### src/hw/mtcr_pkg.sv
package mtcr_pkg;

   // Geometry
   localparam int NUM_CH   = 5;
   localparam int NUM_GR   = 16;
   localparam int LOCK_MIN = 2;
   localparam int BUF_OFS  = 2;

   // Values after reset or standby, counter wrap limits and gate reserved bits
   localparam logic [15:0] CNT_RST  = 16'h0000;
   localparam logic [15:0] GR_RST   = 16'hFFFF;
   localparam logic [15:0] CNT_MAX  = 16'hFFFF;
   localparam logic [15:0] CNT_ONE  = 16'h0001;
   localparam logic [7:0]  RUN_RST  = 8'h00;
   localparam logic [7:0]  SYNC_RST = 8'h00;
   localparam logic [7:0]  GATE_RST = 8'hC0;
   localparam logic [1:0]  GATE_RSV = 2'h3;

   // Word addresses on the register port
   localparam logic [4:0] ADDR_STAT = 5'h00;
   localparam logic [4:0] ADDR_CNT  = 5'h05;
   localparam logic [4:0] ADDR_GR   = 5'h0A;
   localparam logic [4:0] ADDR_RUN  = 5'h1A;
   localparam logic [4:0] ADDR_SYNC = 5'h1B;
   localparam logic [4:0] ADDR_GATE = 5'h1C;

   // Field positions
   localparam int STAT_WRAP_POS = 4;
   localparam int STAT_RSV_POS  = 6;
   localparam int STAT_DIR_POS  = 7;
   localparam logic [1:0] LET_C = 2'h2;
   localparam logic [1:0] LET_D = 2'h3;

   // Run and lockstep bit position per channel
   localparam logic [4:0][2:0] CH_POS = {3'h7, 3'h6, 3'h2, 3'h1, 3'h0};
   // Channel and letter of each general register, index 15 down to 0
   localparam logic [15:0][2:0] GR_CH = {3'h4, 3'h4, 3'h4, 3'h4, 3'h3, 3'h3, 3'h3, 3'h3,
                                         3'h2, 3'h2, 3'h1, 3'h1, 3'h0, 3'h0, 3'h0, 3'h0};
   localparam logic [15:0][1:0] GR_LET = {2'h3, 2'h2, 2'h1, 2'h0, 2'h3, 2'h2, 2'h1, 2'h0,
                                          2'h1, 2'h0, 2'h1, 2'h0, 2'h3, 2'h2, 2'h1, 2'h0};
   // General register index behind each output gate bit 5..0
   localparam logic [5:0][3:0] GATE_IDX = {4'hF, 4'hE, 4'hB, 4'hD, 4'hC, 4'h9};

   typedef struct packed {
      logic        wr;
      logic        rd;
      logic [4:0]  addr;
      logic [15:0] wdata;
   } mtcr_bus_req_t;

   typedef struct packed {
      logic [4:0] tick;
      logic [4:0] down_req;
      logic [4:0] phase_mode;
      logic [4:0] ovf_count;
      logic       comp_pwm;
      logic       rsync_pwm;
      logic [4:0] clr_req;
      logic [4:0] buf_a;
      logic [4:0] buf_b;
      logic [4:0] pinfn_wr;
      logic [4:0] wrap_irq_en;
      logic       wrap4_xfer_done;
   } mtcr_cnt_ctrl_t;

   typedef struct packed {
      logic [15:0] capture_mode;
      logic [15:0] capture;
      logic [15:0] match_level;
      logic [15:0] init_level;
      logic [15:0] xfer_done;
   } mtcr_gr_ctrl_t;

   typedef struct packed {
      logic [4:0][15:0]  cnt;
      logic [15:0][15:0] gr;
      logic [4:0]        fv;
      logic [4:0]        fv_seen;
      logic [15:0]       fg;
      logic [15:0]       fg_seen;
      logic [4:0]        run;
      logic [4:0]        sync;
      logic [5:0]        gate;
      logic [15:0]       lvl;
      logic [15:0]       pin;
      logic [4:0]        irq;
      logic [15:0]       rdata;
   } mtcr_state_t;

   localparam mtcr_state_t ST_RST = '{gr: {16{GR_RST}}, default: '0};

endpackage

### src/hw/mtcr_core.sv
`timescale 1ns/1ps
`default_nettype none

module mtcr_core
(
   input  wire logic                     core_clk_in,
   input  wire logic                     reset_n_in,
   input  wire logic                     standby_in,
   input  wire mtcr_pkg::mtcr_bus_req_t  bus_req_in,
   input  wire mtcr_pkg::mtcr_cnt_ctrl_t cnt_ctrl_in,
   input  wire mtcr_pkg::mtcr_gr_ctrl_t  gr_ctrl_in,
   output logic [15:0]                   bus_rdata_out,
   output logic [15:0]                   timer_io_pin_out,
   output logic [4:0]                    wrap_irq_out
);

   mtcr_pkg::mtcr_state_t st;
   mtcr_pkg::mtcr_state_t next_st;

   logic [4:0]       down_eff;
   logic [4:0]       step;
   logic [4:0]       wrap_ev;
   logic [4:0]       wr_cnt;
   logic [4:0]       stop_pwm;
   logic [15:0]      cap_ev;
   logic [15:0]      cmp_ev;
   logic [15:0]      set_ev;
   logic [4:0][3:0]  stat_fg;
   logic             lock_on;
   logic             lock_clr;
   logic             lock_wr;
   logic [15:0]      rd_val;
   logic [15:0]      gate_mask;

   // Next state of the whole block
   always_comb
   begin
      next_st   = st;
      rd_val    = 16'h0000;
      stat_fg   = '0;
      cap_ev    = '0;
      cmp_ev    = '0;
      set_ev    = '0;
      gate_mask = 16'hFFFF;

      // Count direction per channel
      down_eff[0] = 1'b0;
      for (int c = 1; c < 3; c++)
      begin
         down_eff[c] = cnt_ctrl_in.down_req[c] &&
                       (cnt_ctrl_in.phase_mode[c] || cnt_ctrl_in.ovf_count[c]);
      end
      for (int c = 3; c < 5; c++)
      begin
         down_eff[c] = cnt_ctrl_in.down_req[c] && cnt_ctrl_in.comp_pwm;
      end

      // Run, lockstep and gate registers
      if (bus_req_in.wr && bus_req_in.addr == mtcr_pkg::ADDR_RUN)
      begin
         for (int c = 0; c < mtcr_pkg::NUM_CH; c++)
         begin
            next_st.run[c] = bus_req_in.wdata[mtcr_pkg::CH_POS[c]];
         end
      end
      if (bus_req_in.wr && bus_req_in.addr == mtcr_pkg::ADDR_SYNC)
      begin
         for (int c = 0; c < mtcr_pkg::NUM_CH; c++)
         begin
            next_st.sync[c] = bus_req_in.wdata[mtcr_pkg::CH_POS[c]];
         end
      end
      if (bus_req_in.wr && bus_req_in.addr == mtcr_pkg::ADDR_GATE)
      begin
         next_st.gate = bus_req_in.wdata[5:0];
      end

      // Lockstep needs at least two members, or a lone channel would act alone
      lock_on  = ($countones(st.sync) >= mtcr_pkg::LOCK_MIN);
      lock_clr = lock_on && |(cnt_ctrl_in.clr_req & st.sync);
      lock_wr  = 1'b0;
      for (int c = 0; c < mtcr_pkg::NUM_CH; c++)
      begin
         wr_cnt[c] = bus_req_in.wr && bus_req_in.addr == mtcr_pkg::ADDR_CNT + 5'(c);
         lock_wr   = lock_wr || (wr_cnt[c] && st.sync[c] && lock_on);
      end

      // Counters: step, then clear, then master write wins over both
      for (int c = 0; c < mtcr_pkg::NUM_CH; c++)
      begin
         step[c]     = st.run[c] && cnt_ctrl_in.tick[c];
         stop_pwm[c] = st.run[c] && !next_st.run[c] &&
                       (cnt_ctrl_in.comp_pwm || cnt_ctrl_in.rsync_pwm);
         wrap_ev[c]  = step[c] && (down_eff[c] ?
                       (c == 4 && st.cnt[c] == mtcr_pkg::CNT_ONE) :
                       st.cnt[c] == mtcr_pkg::CNT_MAX);
         if (step[c])
         begin
            next_st.cnt[c] = down_eff[c] ? st.cnt[c] - 16'h0001 : st.cnt[c] + 16'h0001;
         end
         if (cnt_ctrl_in.clr_req[c] || (lock_clr && st.sync[c]))
         begin
            next_st.cnt[c] = mtcr_pkg::CNT_RST;
         end
         if (wr_cnt[c] || (lock_wr && st.sync[c]))
         begin
            next_st.cnt[c] = bus_req_in.wdata;
         end
      end

      // Wrap flags: read arms the clear, set wins over any clear
      for (int c = 0; c < mtcr_pkg::NUM_CH; c++)
      begin
         if (bus_req_in.rd && bus_req_in.addr == mtcr_pkg::ADDR_STAT + 5'(c) && st.fv[c])
         begin
            next_st.fv_seen[c] = 1'b1;
         end
         if ((bus_req_in.wr && bus_req_in.addr == mtcr_pkg::ADDR_STAT + 5'(c) &&
              !bus_req_in.wdata[mtcr_pkg::STAT_WRAP_POS] && st.fv_seen[c]) ||
             (c == 4 && cnt_ctrl_in.wrap4_xfer_done))
         begin
            next_st.fv[c]      = 1'b0;
            next_st.fv_seen[c] = 1'b0;
         end
         if (wrap_ev[c])
         begin
            next_st.fv[c] = 1'b1;
         end
         next_st.irq[c] = next_st.fv[c] && cnt_ctrl_in.wrap_irq_en[c];
      end

      // General registers, one pass per register
      for (int i = 0; i < mtcr_pkg::NUM_GR; i++)
      begin
         automatic int         c  = int'(mtcr_pkg::GR_CH[i]);
         automatic logic [1:0] l  = mtcr_pkg::GR_LET[i];
         automatic logic       bf = (l == mtcr_pkg::LET_C && cnt_ctrl_in.buf_a[c]) ||
                                    (l == mtcr_pkg::LET_D && cnt_ctrl_in.buf_b[c]);
         automatic logic       pb = (l < mtcr_pkg::LET_C) &&
                                    (l[0] ? cnt_ctrl_in.buf_b[c] : cnt_ctrl_in.buf_a[c]);
         // A register used as a buffer neither compares nor captures
         cap_ev[i] = !bf && gr_ctrl_in.capture_mode[i] && gr_ctrl_in.capture[i];
         cmp_ev[i] = !bf && !gr_ctrl_in.capture_mode[i] && step[c] &&
                     st.cnt[c] == st.gr[i];
         set_ev[i] = cap_ev[i] || cmp_ev[i];
         if (cap_ev[i])
         begin
            next_st.gr[i] = st.cnt[c];
            if (pb)
            begin
               next_st.gr[4'(i + mtcr_pkg::BUF_OFS)] = st.gr[i];
            end
         end
         if (cmp_ev[i] && pb)
         begin
            next_st.gr[i] = st.gr[4'(i + mtcr_pkg::BUF_OFS)];
         end

         // Pin level holds when halted unless a PWM stop or pin setup
         if (cmp_ev[i])
         begin
            next_st.lvl[i] = gr_ctrl_in.match_level[i];
         end
         if ((!st.run[c] && cnt_ctrl_in.pinfn_wr[c]) || stop_pwm[c])
         begin
            next_st.lvl[i] = gr_ctrl_in.init_level[i];
         end

         // Match/capture flag
         if (bus_req_in.rd && bus_req_in.addr == mtcr_pkg::ADDR_STAT + 5'(c) && st.fg[i])
         begin
            next_st.fg_seen[i] = 1'b1;
         end
         if ((bus_req_in.wr && bus_req_in.addr == mtcr_pkg::ADDR_STAT + 5'(c) &&
              !bus_req_in.wdata[l] && st.fg_seen[i]) || gr_ctrl_in.xfer_done[i])
         begin
            next_st.fg[i]      = 1'b0;
            next_st.fg_seen[i] = 1'b0;
         end
         if (set_ev[i])
         begin
            next_st.fg[i] = 1'b1;
         end
         stat_fg[c][l] = st.fg[i];
      end

      // Master writes to general registers beat capture and buffer moves
      for (int i = 0; i < mtcr_pkg::NUM_GR; i++)
      begin
         if (bus_req_in.wr && bus_req_in.addr == mtcr_pkg::ADDR_GR + 5'(i))
         begin
            next_st.gr[i] = bus_req_in.wdata;
         end
      end

      // Motor pins are gated, the rest pass straight through
      for (int g = 0; g < 6; g++)
      begin
         gate_mask[mtcr_pkg::GATE_IDX[g]] = next_st.gate[g];
      end
      next_st.pin = next_st.lvl & gate_mask;

      // Read data mux; unmapped words read zero
      for (int c = 0; c < mtcr_pkg::NUM_CH; c++)
      begin
         if (bus_req_in.addr == mtcr_pkg::ADDR_STAT + 5'(c))
         begin
            rd_val[3:0]                        = stat_fg[c];
            rd_val[mtcr_pkg::STAT_WRAP_POS]    = st.fv[c];
            rd_val[mtcr_pkg::STAT_RSV_POS]     = 1'b1;
            rd_val[mtcr_pkg::STAT_DIR_POS]     = !down_eff[c];
         end
         if (bus_req_in.addr == mtcr_pkg::ADDR_CNT + 5'(c))
         begin
            rd_val = st.cnt[c];
         end
         rd_val[mtcr_pkg::CH_POS[c]] = rd_val[mtcr_pkg::CH_POS[c]] ||
            (bus_req_in.addr == mtcr_pkg::ADDR_RUN && st.run[c]) ||
            (bus_req_in.addr == mtcr_pkg::ADDR_SYNC && st.sync[c]);
      end
      for (int i = 0; i < mtcr_pkg::NUM_GR; i++)
      begin
         if (bus_req_in.addr == mtcr_pkg::ADDR_GR + 5'(i))
         begin
            rd_val = st.gr[i];
         end
      end
      if (bus_req_in.addr == mtcr_pkg::ADDR_GATE)
      begin
         rd_val = {8'h00, mtcr_pkg::GATE_RSV, st.gate};
      end
      if (bus_req_in.rd)
      begin
         next_st.rdata = rd_val;
      end

      // Standby puts everything back to its reset values
      if (standby_in)
      begin
         next_st = mtcr_pkg::ST_RST;
      end
   end

   // State register; manual reset is not wired here so state survives it
   always_ff @(posedge core_clk_in or negedge reset_n_in)
   begin
      if (!reset_n_in)
      begin
         st <= mtcr_pkg::ST_RST;
      end
      else
      begin
         st <= next_st;
      end
   end

   assign bus_rdata_out    = st.rdata;
   assign timer_io_pin_out = st.pin;
   assign wrap_irq_out     = st.irq;

   for (genvar c = 0; c < 5; c++)
   begin : g_ch_chk

   end

   for (genvar i = 0; i < 16; i++)
   begin : g_gr_chk

   end

   // Motor pins must stay low while their gate bit is off
   for (genvar g = 0; g < 6; g++)
   begin : g_gate_chk

   end
endmodule

`default_nettype wire

### config.mk
export PLATFORM = sky130hd
export DESIGN_NAME = mtcr_core
export DESIGN_NICKNAME = d
export VERILOG_FILES = /design/src/hw/mtcr_pkg.sv /design/src/hw/mtcr_core.sv
export SDC_FILE = /design/constraint.sdc
export NUM_CORES = 2
export LEC_CHECK = 0
export ABC_CLOCK_PERIOD_IN_PS = 4800
export BUFFER_PORTS_ARGS = -buffer_cell sky130_fd_sc_hd__buf_2
export CORE_MARGIN = 2
export CORE_UTILIZATION = 30
export DETAILED_ROUTE_END_ITERATION = 8
export PLACE_DENSITY = 0.42
export SYNTH_ARGS = -nofsm -noshare
export SYNTH_HDL_FRONTEND = slang
export SYNTH_SLANG_ARGS = --single-unit
### constraint.sdc
create_clock -name core_clk_in -period 4.8 [get_ports core_clk_in]
set_input_delay 0.96 -clock core_clk_in [delete_from_list [all_inputs] [get_ports core_clk_in]]
set_output_delay 0.96 -clock core_clk_in [all_outputs]
set_load 0.01 [all_outputs]
==> flow_metrics.py <==
metrics = {
    "worst_setup_path": {
        "worstPathRequired_ps": 5330,
        "cp_slowest_stage_delay_ps": 820,
        "worst_ep_arrival_time_ps": 4310,
        "critical-path-top-cell-by-count": "buf_4",
        "cell_chain_critical_path": "fa_1 > ha_1 > a211oi_1 > buf_4 > a31oi_1 > a221oi_1 > buf_4 > and2_0 > buf_4 > a221oi_1 > nor3_1",
        "crit_type": "flip-flop to flip-flop",
        "worst_setup_path_end_kind": "flip-flop",
        "critical_path.max_fanout": 4,
        "worst_setup_path_start_kind": "flip-flop",
        "crit_path_top_delay_cell": "a31oi_1",
    },
    "detailed_routing": {
        "drtPass1Iterations": 6,
        "routed_wirelength_um": 182000,
        "wl_per_cell_um": 33.5,
        "ant_nets": 0,
        "drcViolationCount": 0,
        "drt_iter0_drc": 3836,
        "total_vias_in_the_final_route": 33105,
        "post_drt_via_cell_ratio": 6.08,
    },
    "yosys": {
        "netlist_instances": 3941,
        "netlist.top_cell.by_area": "dfstp_2",
        "yosys.cell_types.count": 97,
        "seq_total_area_yosys_pct": 34.9,
        "post_synth.cell_area_avg_um2": 8.18,
        "syn_area_um2": 32200,
        "synth-edff-count": 0,
        "syn_nets": 4146,
        "synth_warnings": 0,
        "synth.top_cell.area_share_pct": 20.9,
        "share_of_synthesized_registers_carrying_an_async_set_or_reset_pct": 100,
        "yosys_register_bits": 437,
        "ys.flop_type": "dfstp_2",
        "synth_area_leaders": "dfstp_2 (21%), dfrtp_1 (14%), xnor2_1 (6.4%)",
    },
    "floorplanning": {
        "floorplan.io_pins": 191,
        "floorplan.initialDensity_pct": 30.2,
        "die_width_um": 332,
        "fp.coreArea_um2": 107000,
        "placement_rows": 120,
        "chipHeight_um": 332,
        "die_area_um2": 110000,
    },
    "sta": {
        "grt_setup_unrepaired": "false",
        "final_clock_period_utilization_by_the_worst_path_pct": 78.6,
        "timing.hold.ws_ps": 299,
        "setup-tns-final_ps": 0,
        "fmax_mhz": 265,
        "worst_slew_pin_tran_ps": 1220,
        "drv_slew": 0,
        "report.final.hold_viol_count": 0,
        "timing.max_slew.rel_slack_pct": 18.5,
        "timing.clock.skew_ps": 29.1,
        "setup_viol_count_final": 0,
        "time_the_worst_path_needs_with_i_o_delays_and_setup_ps": 3770,
    },
    "place": {
        "numPortBuffers": 183,
        "gp_routability_congestion": 1.04,
        "detailedPlacementHpwl_um": 131000,
    },
    "clock_network": {
        "post_cts.repair.setup_buffers": 0,
        "cts_num_sinks": 437,
        "tritoncts": "done",
        "cts_hold_repair.buffers": 0,
        "clock_tree.htree_level_count": 2,
        "ctsLongestPathBuffers": 3,
        "worst_setup_hold_path_clk_slew_ps": 60,
        "cts_resized": 0,
        "tritoncts.num_buffers": 57,
        "worstSkewPairLatency_ps": 700,
        "cts.root.buffer_cell": "clkbuf_16",
    },
    "grt": {
        "grt.met1_usage_pct": 43.7,
        "pin_count_of_the_biggest_net_entering_global_routing": 83,
        "grt.met2_usage_pct": 49.1,
        "met3_track_demand_over_resource_pct": 5.48,
        "first_global_vias": 31022,
        "number_of_antenna_violations_at_the_first_check_in_global_routing": 16,
        "global_route.peak_usage_layer": "met2",
        "first_pass_grt_wire_length_um": 254000,
        "gr-total-overflow": 0,
        "grt_util_all_layers_pct": 32.2,
    },
    "final_layout": {
        "fin_util_pct": 34.5,
        "multi_input_comb_area_um2": 19100,
        "final-seq-area_um2": 11300,
        "signed_area_change_from_the_synthesized_netlist_to_the_final_layout_pct": 14.3,
        "final_net_count": 4195,
        "nFillCells": 11291,
        "final_layout_size_suffix_gt1_share_pct": 19.9,
    },
    "hold_path": {
        "worstHoldPathType": "input port to asynchronous set/reset pin",
    },
    "flow_run": {
        "maxCapViolCount": 0,
    },
    "power": {
        "power.leakage_nw": 15.5,
        "irDropWorstVdd_mv": 0.268,
        "power.density_cell_area_nw_per_um2": 304,
    },
    "status": {
        "status": "finished clean",
    },
}
sequential cells by signal, summed over array words and instances, names as in the netlist:
register          flops
wrap_irq_out          5
st                  400
timer_io_pin_out     16
bus_rdata_out        16
cell usage in the layout (no fill, tap or decap), types with 10 or more instances in the layout:
| cell | instances |
|---|---|
| o211ai_1 | 16 |
| nor3b_1 | 19 |
| clkbuf_16 | 57 |
| nand4_1 | 75 |
| a21oi_1 | 151 |
| dfrtp_1 | 181 |
| o22a_1 | 33 |
| nor2_1 | 393 |
| buf_2 | 181 |
| a211o_1 | 72 |
| dfstp_2 | 256 |
| xor2_1 | 66 |
| buf_4 | 209 |
| nor2b_1 | 12 |
| a22oi_1 | 104 |
| a221o_1 | 10 |
| a31oi_1 | 109 |
| nor3_1 | 76 |
| a221oi_1 | 42 |
| nand3_1 | 150 |
| nand3b_1 | 14 |
| and3_1 | 56 |
| nand2_1 | 538 |
| a21o_1 | 23 |
| nor4_1 | 33 |
| xnor2_1 | 235 |
| or4_1 | 11 |
| a22o_1 | 18 |
| ha_1 | 47 |
| clkbuf_1 | 23 |
| mux2i_1 | 121 |
| o21a_1 | 16 |
| o22ai_1 | 13 |
| inv_1 | 41 |
| a211oi_1 | 165 |
| and2_1 | 25 |
| a222oi_1 | 16 |
| o21ai_0 | 202 |
synth_stat cells (51+ instances only):
master and number:
buf_2 51, a21oi_1 155, nor3_1 76, dfrtp_1 181, clkbuf_1 290, nand4_1 75, nand3_1 150, mux2i_1 121
xnor2_1 235, a211o_1 72, a31oi_1 109, nor2_1 396, and3_1 56, xor2_1 66, a22oi_1 104, dfstp_2 256
o21ai_0 202, nand2_1 538, a211oi_1 165
worst max-delay path: cells and delay by family (launching register included):
| kind | cells | cell delay (ps) |
|---|---|---|
| DFF | 1 | 400 |
| AOI/OAI and AO/OA | 4 | 1520 |
| buffers and inverters | 3 | 610 |
| and+or+nand+nor | 2 | 310 |
| adders and majority gates | 2 | 790 |
layer usage:
layer  part of all wire (%)  vias up
met5                  0.022        -
met4                    5.4        6
met3                    8.2      398
met2                     44     1713
met1                     43    16589
li1                       -    14399
cell type report:
| type | count | share of cell area [%] |
|---|---|---|
| Multi-Input combinational cell | 3052 | 51.8 |
| Sequential cell | 437 | 30.5 |
| Timing Repair Buffer | 399 | 7.17 |
| Tap cell | 1403 | 4.76 |
| Clock buffer | 88 | 4.40 |
| Clock inverter | 18 | 0.879 |
| Inverter | 43 | 0.441 |
| Antenna cell | 6 | 0.0407 |
through the flow:
| step | std cells | area, um2 | power [W] | worst slack, ps |
|---|---|---|---|---|
| global route | 5443 | 36900 | 0.0116 | 946 |
| global placement | 5334 | 34900 | 0.00655 | 699 |
| floorplan | 3941 | 32200 | 0.00553 | 1540 |
| detailed placement | 5334 | 34900 | 0.00656 | 722 |
| finish | 5446 | 36900 | 0.0112 | 1030 |
| CTS | 5440 | 36900 | 0.0113 | 1170 |
cell families after synthesis:
kind of cell	share of synthesized area (%)
simple gates	21.2
compound gates	23.5
buf+inv	6.00
flops	34.9
xor+xnor	8.18
mux	4.11
fa+ha+maj	2.07
power breakdown:
part	total [W]	internal, W	switching (W)
combinational	0.00197	0.000713	0.00126
clock	0.00465	0.00275	0.00190
sequential	0.00460	0.00409	0.000512
path summary, 6_finish.rpt:
kind	to	from	cells past startpoint	slack, ps
min reg2reg	bus_rdata_out[11]	bus_rdata_out[11]	1	480
max reg2reg	st[376]	st[59]	11	1030
min	st[423]	reset_n_in	1	300
max	st[376]	st[59]	11	1030
min in group core_clk_in	bus_rdata_out[11]	bus_rdata_out[11]	1	480
max in group asynchronous	st[161]	reset_n_in	2	3510
(Power assumes the default switching activity.)
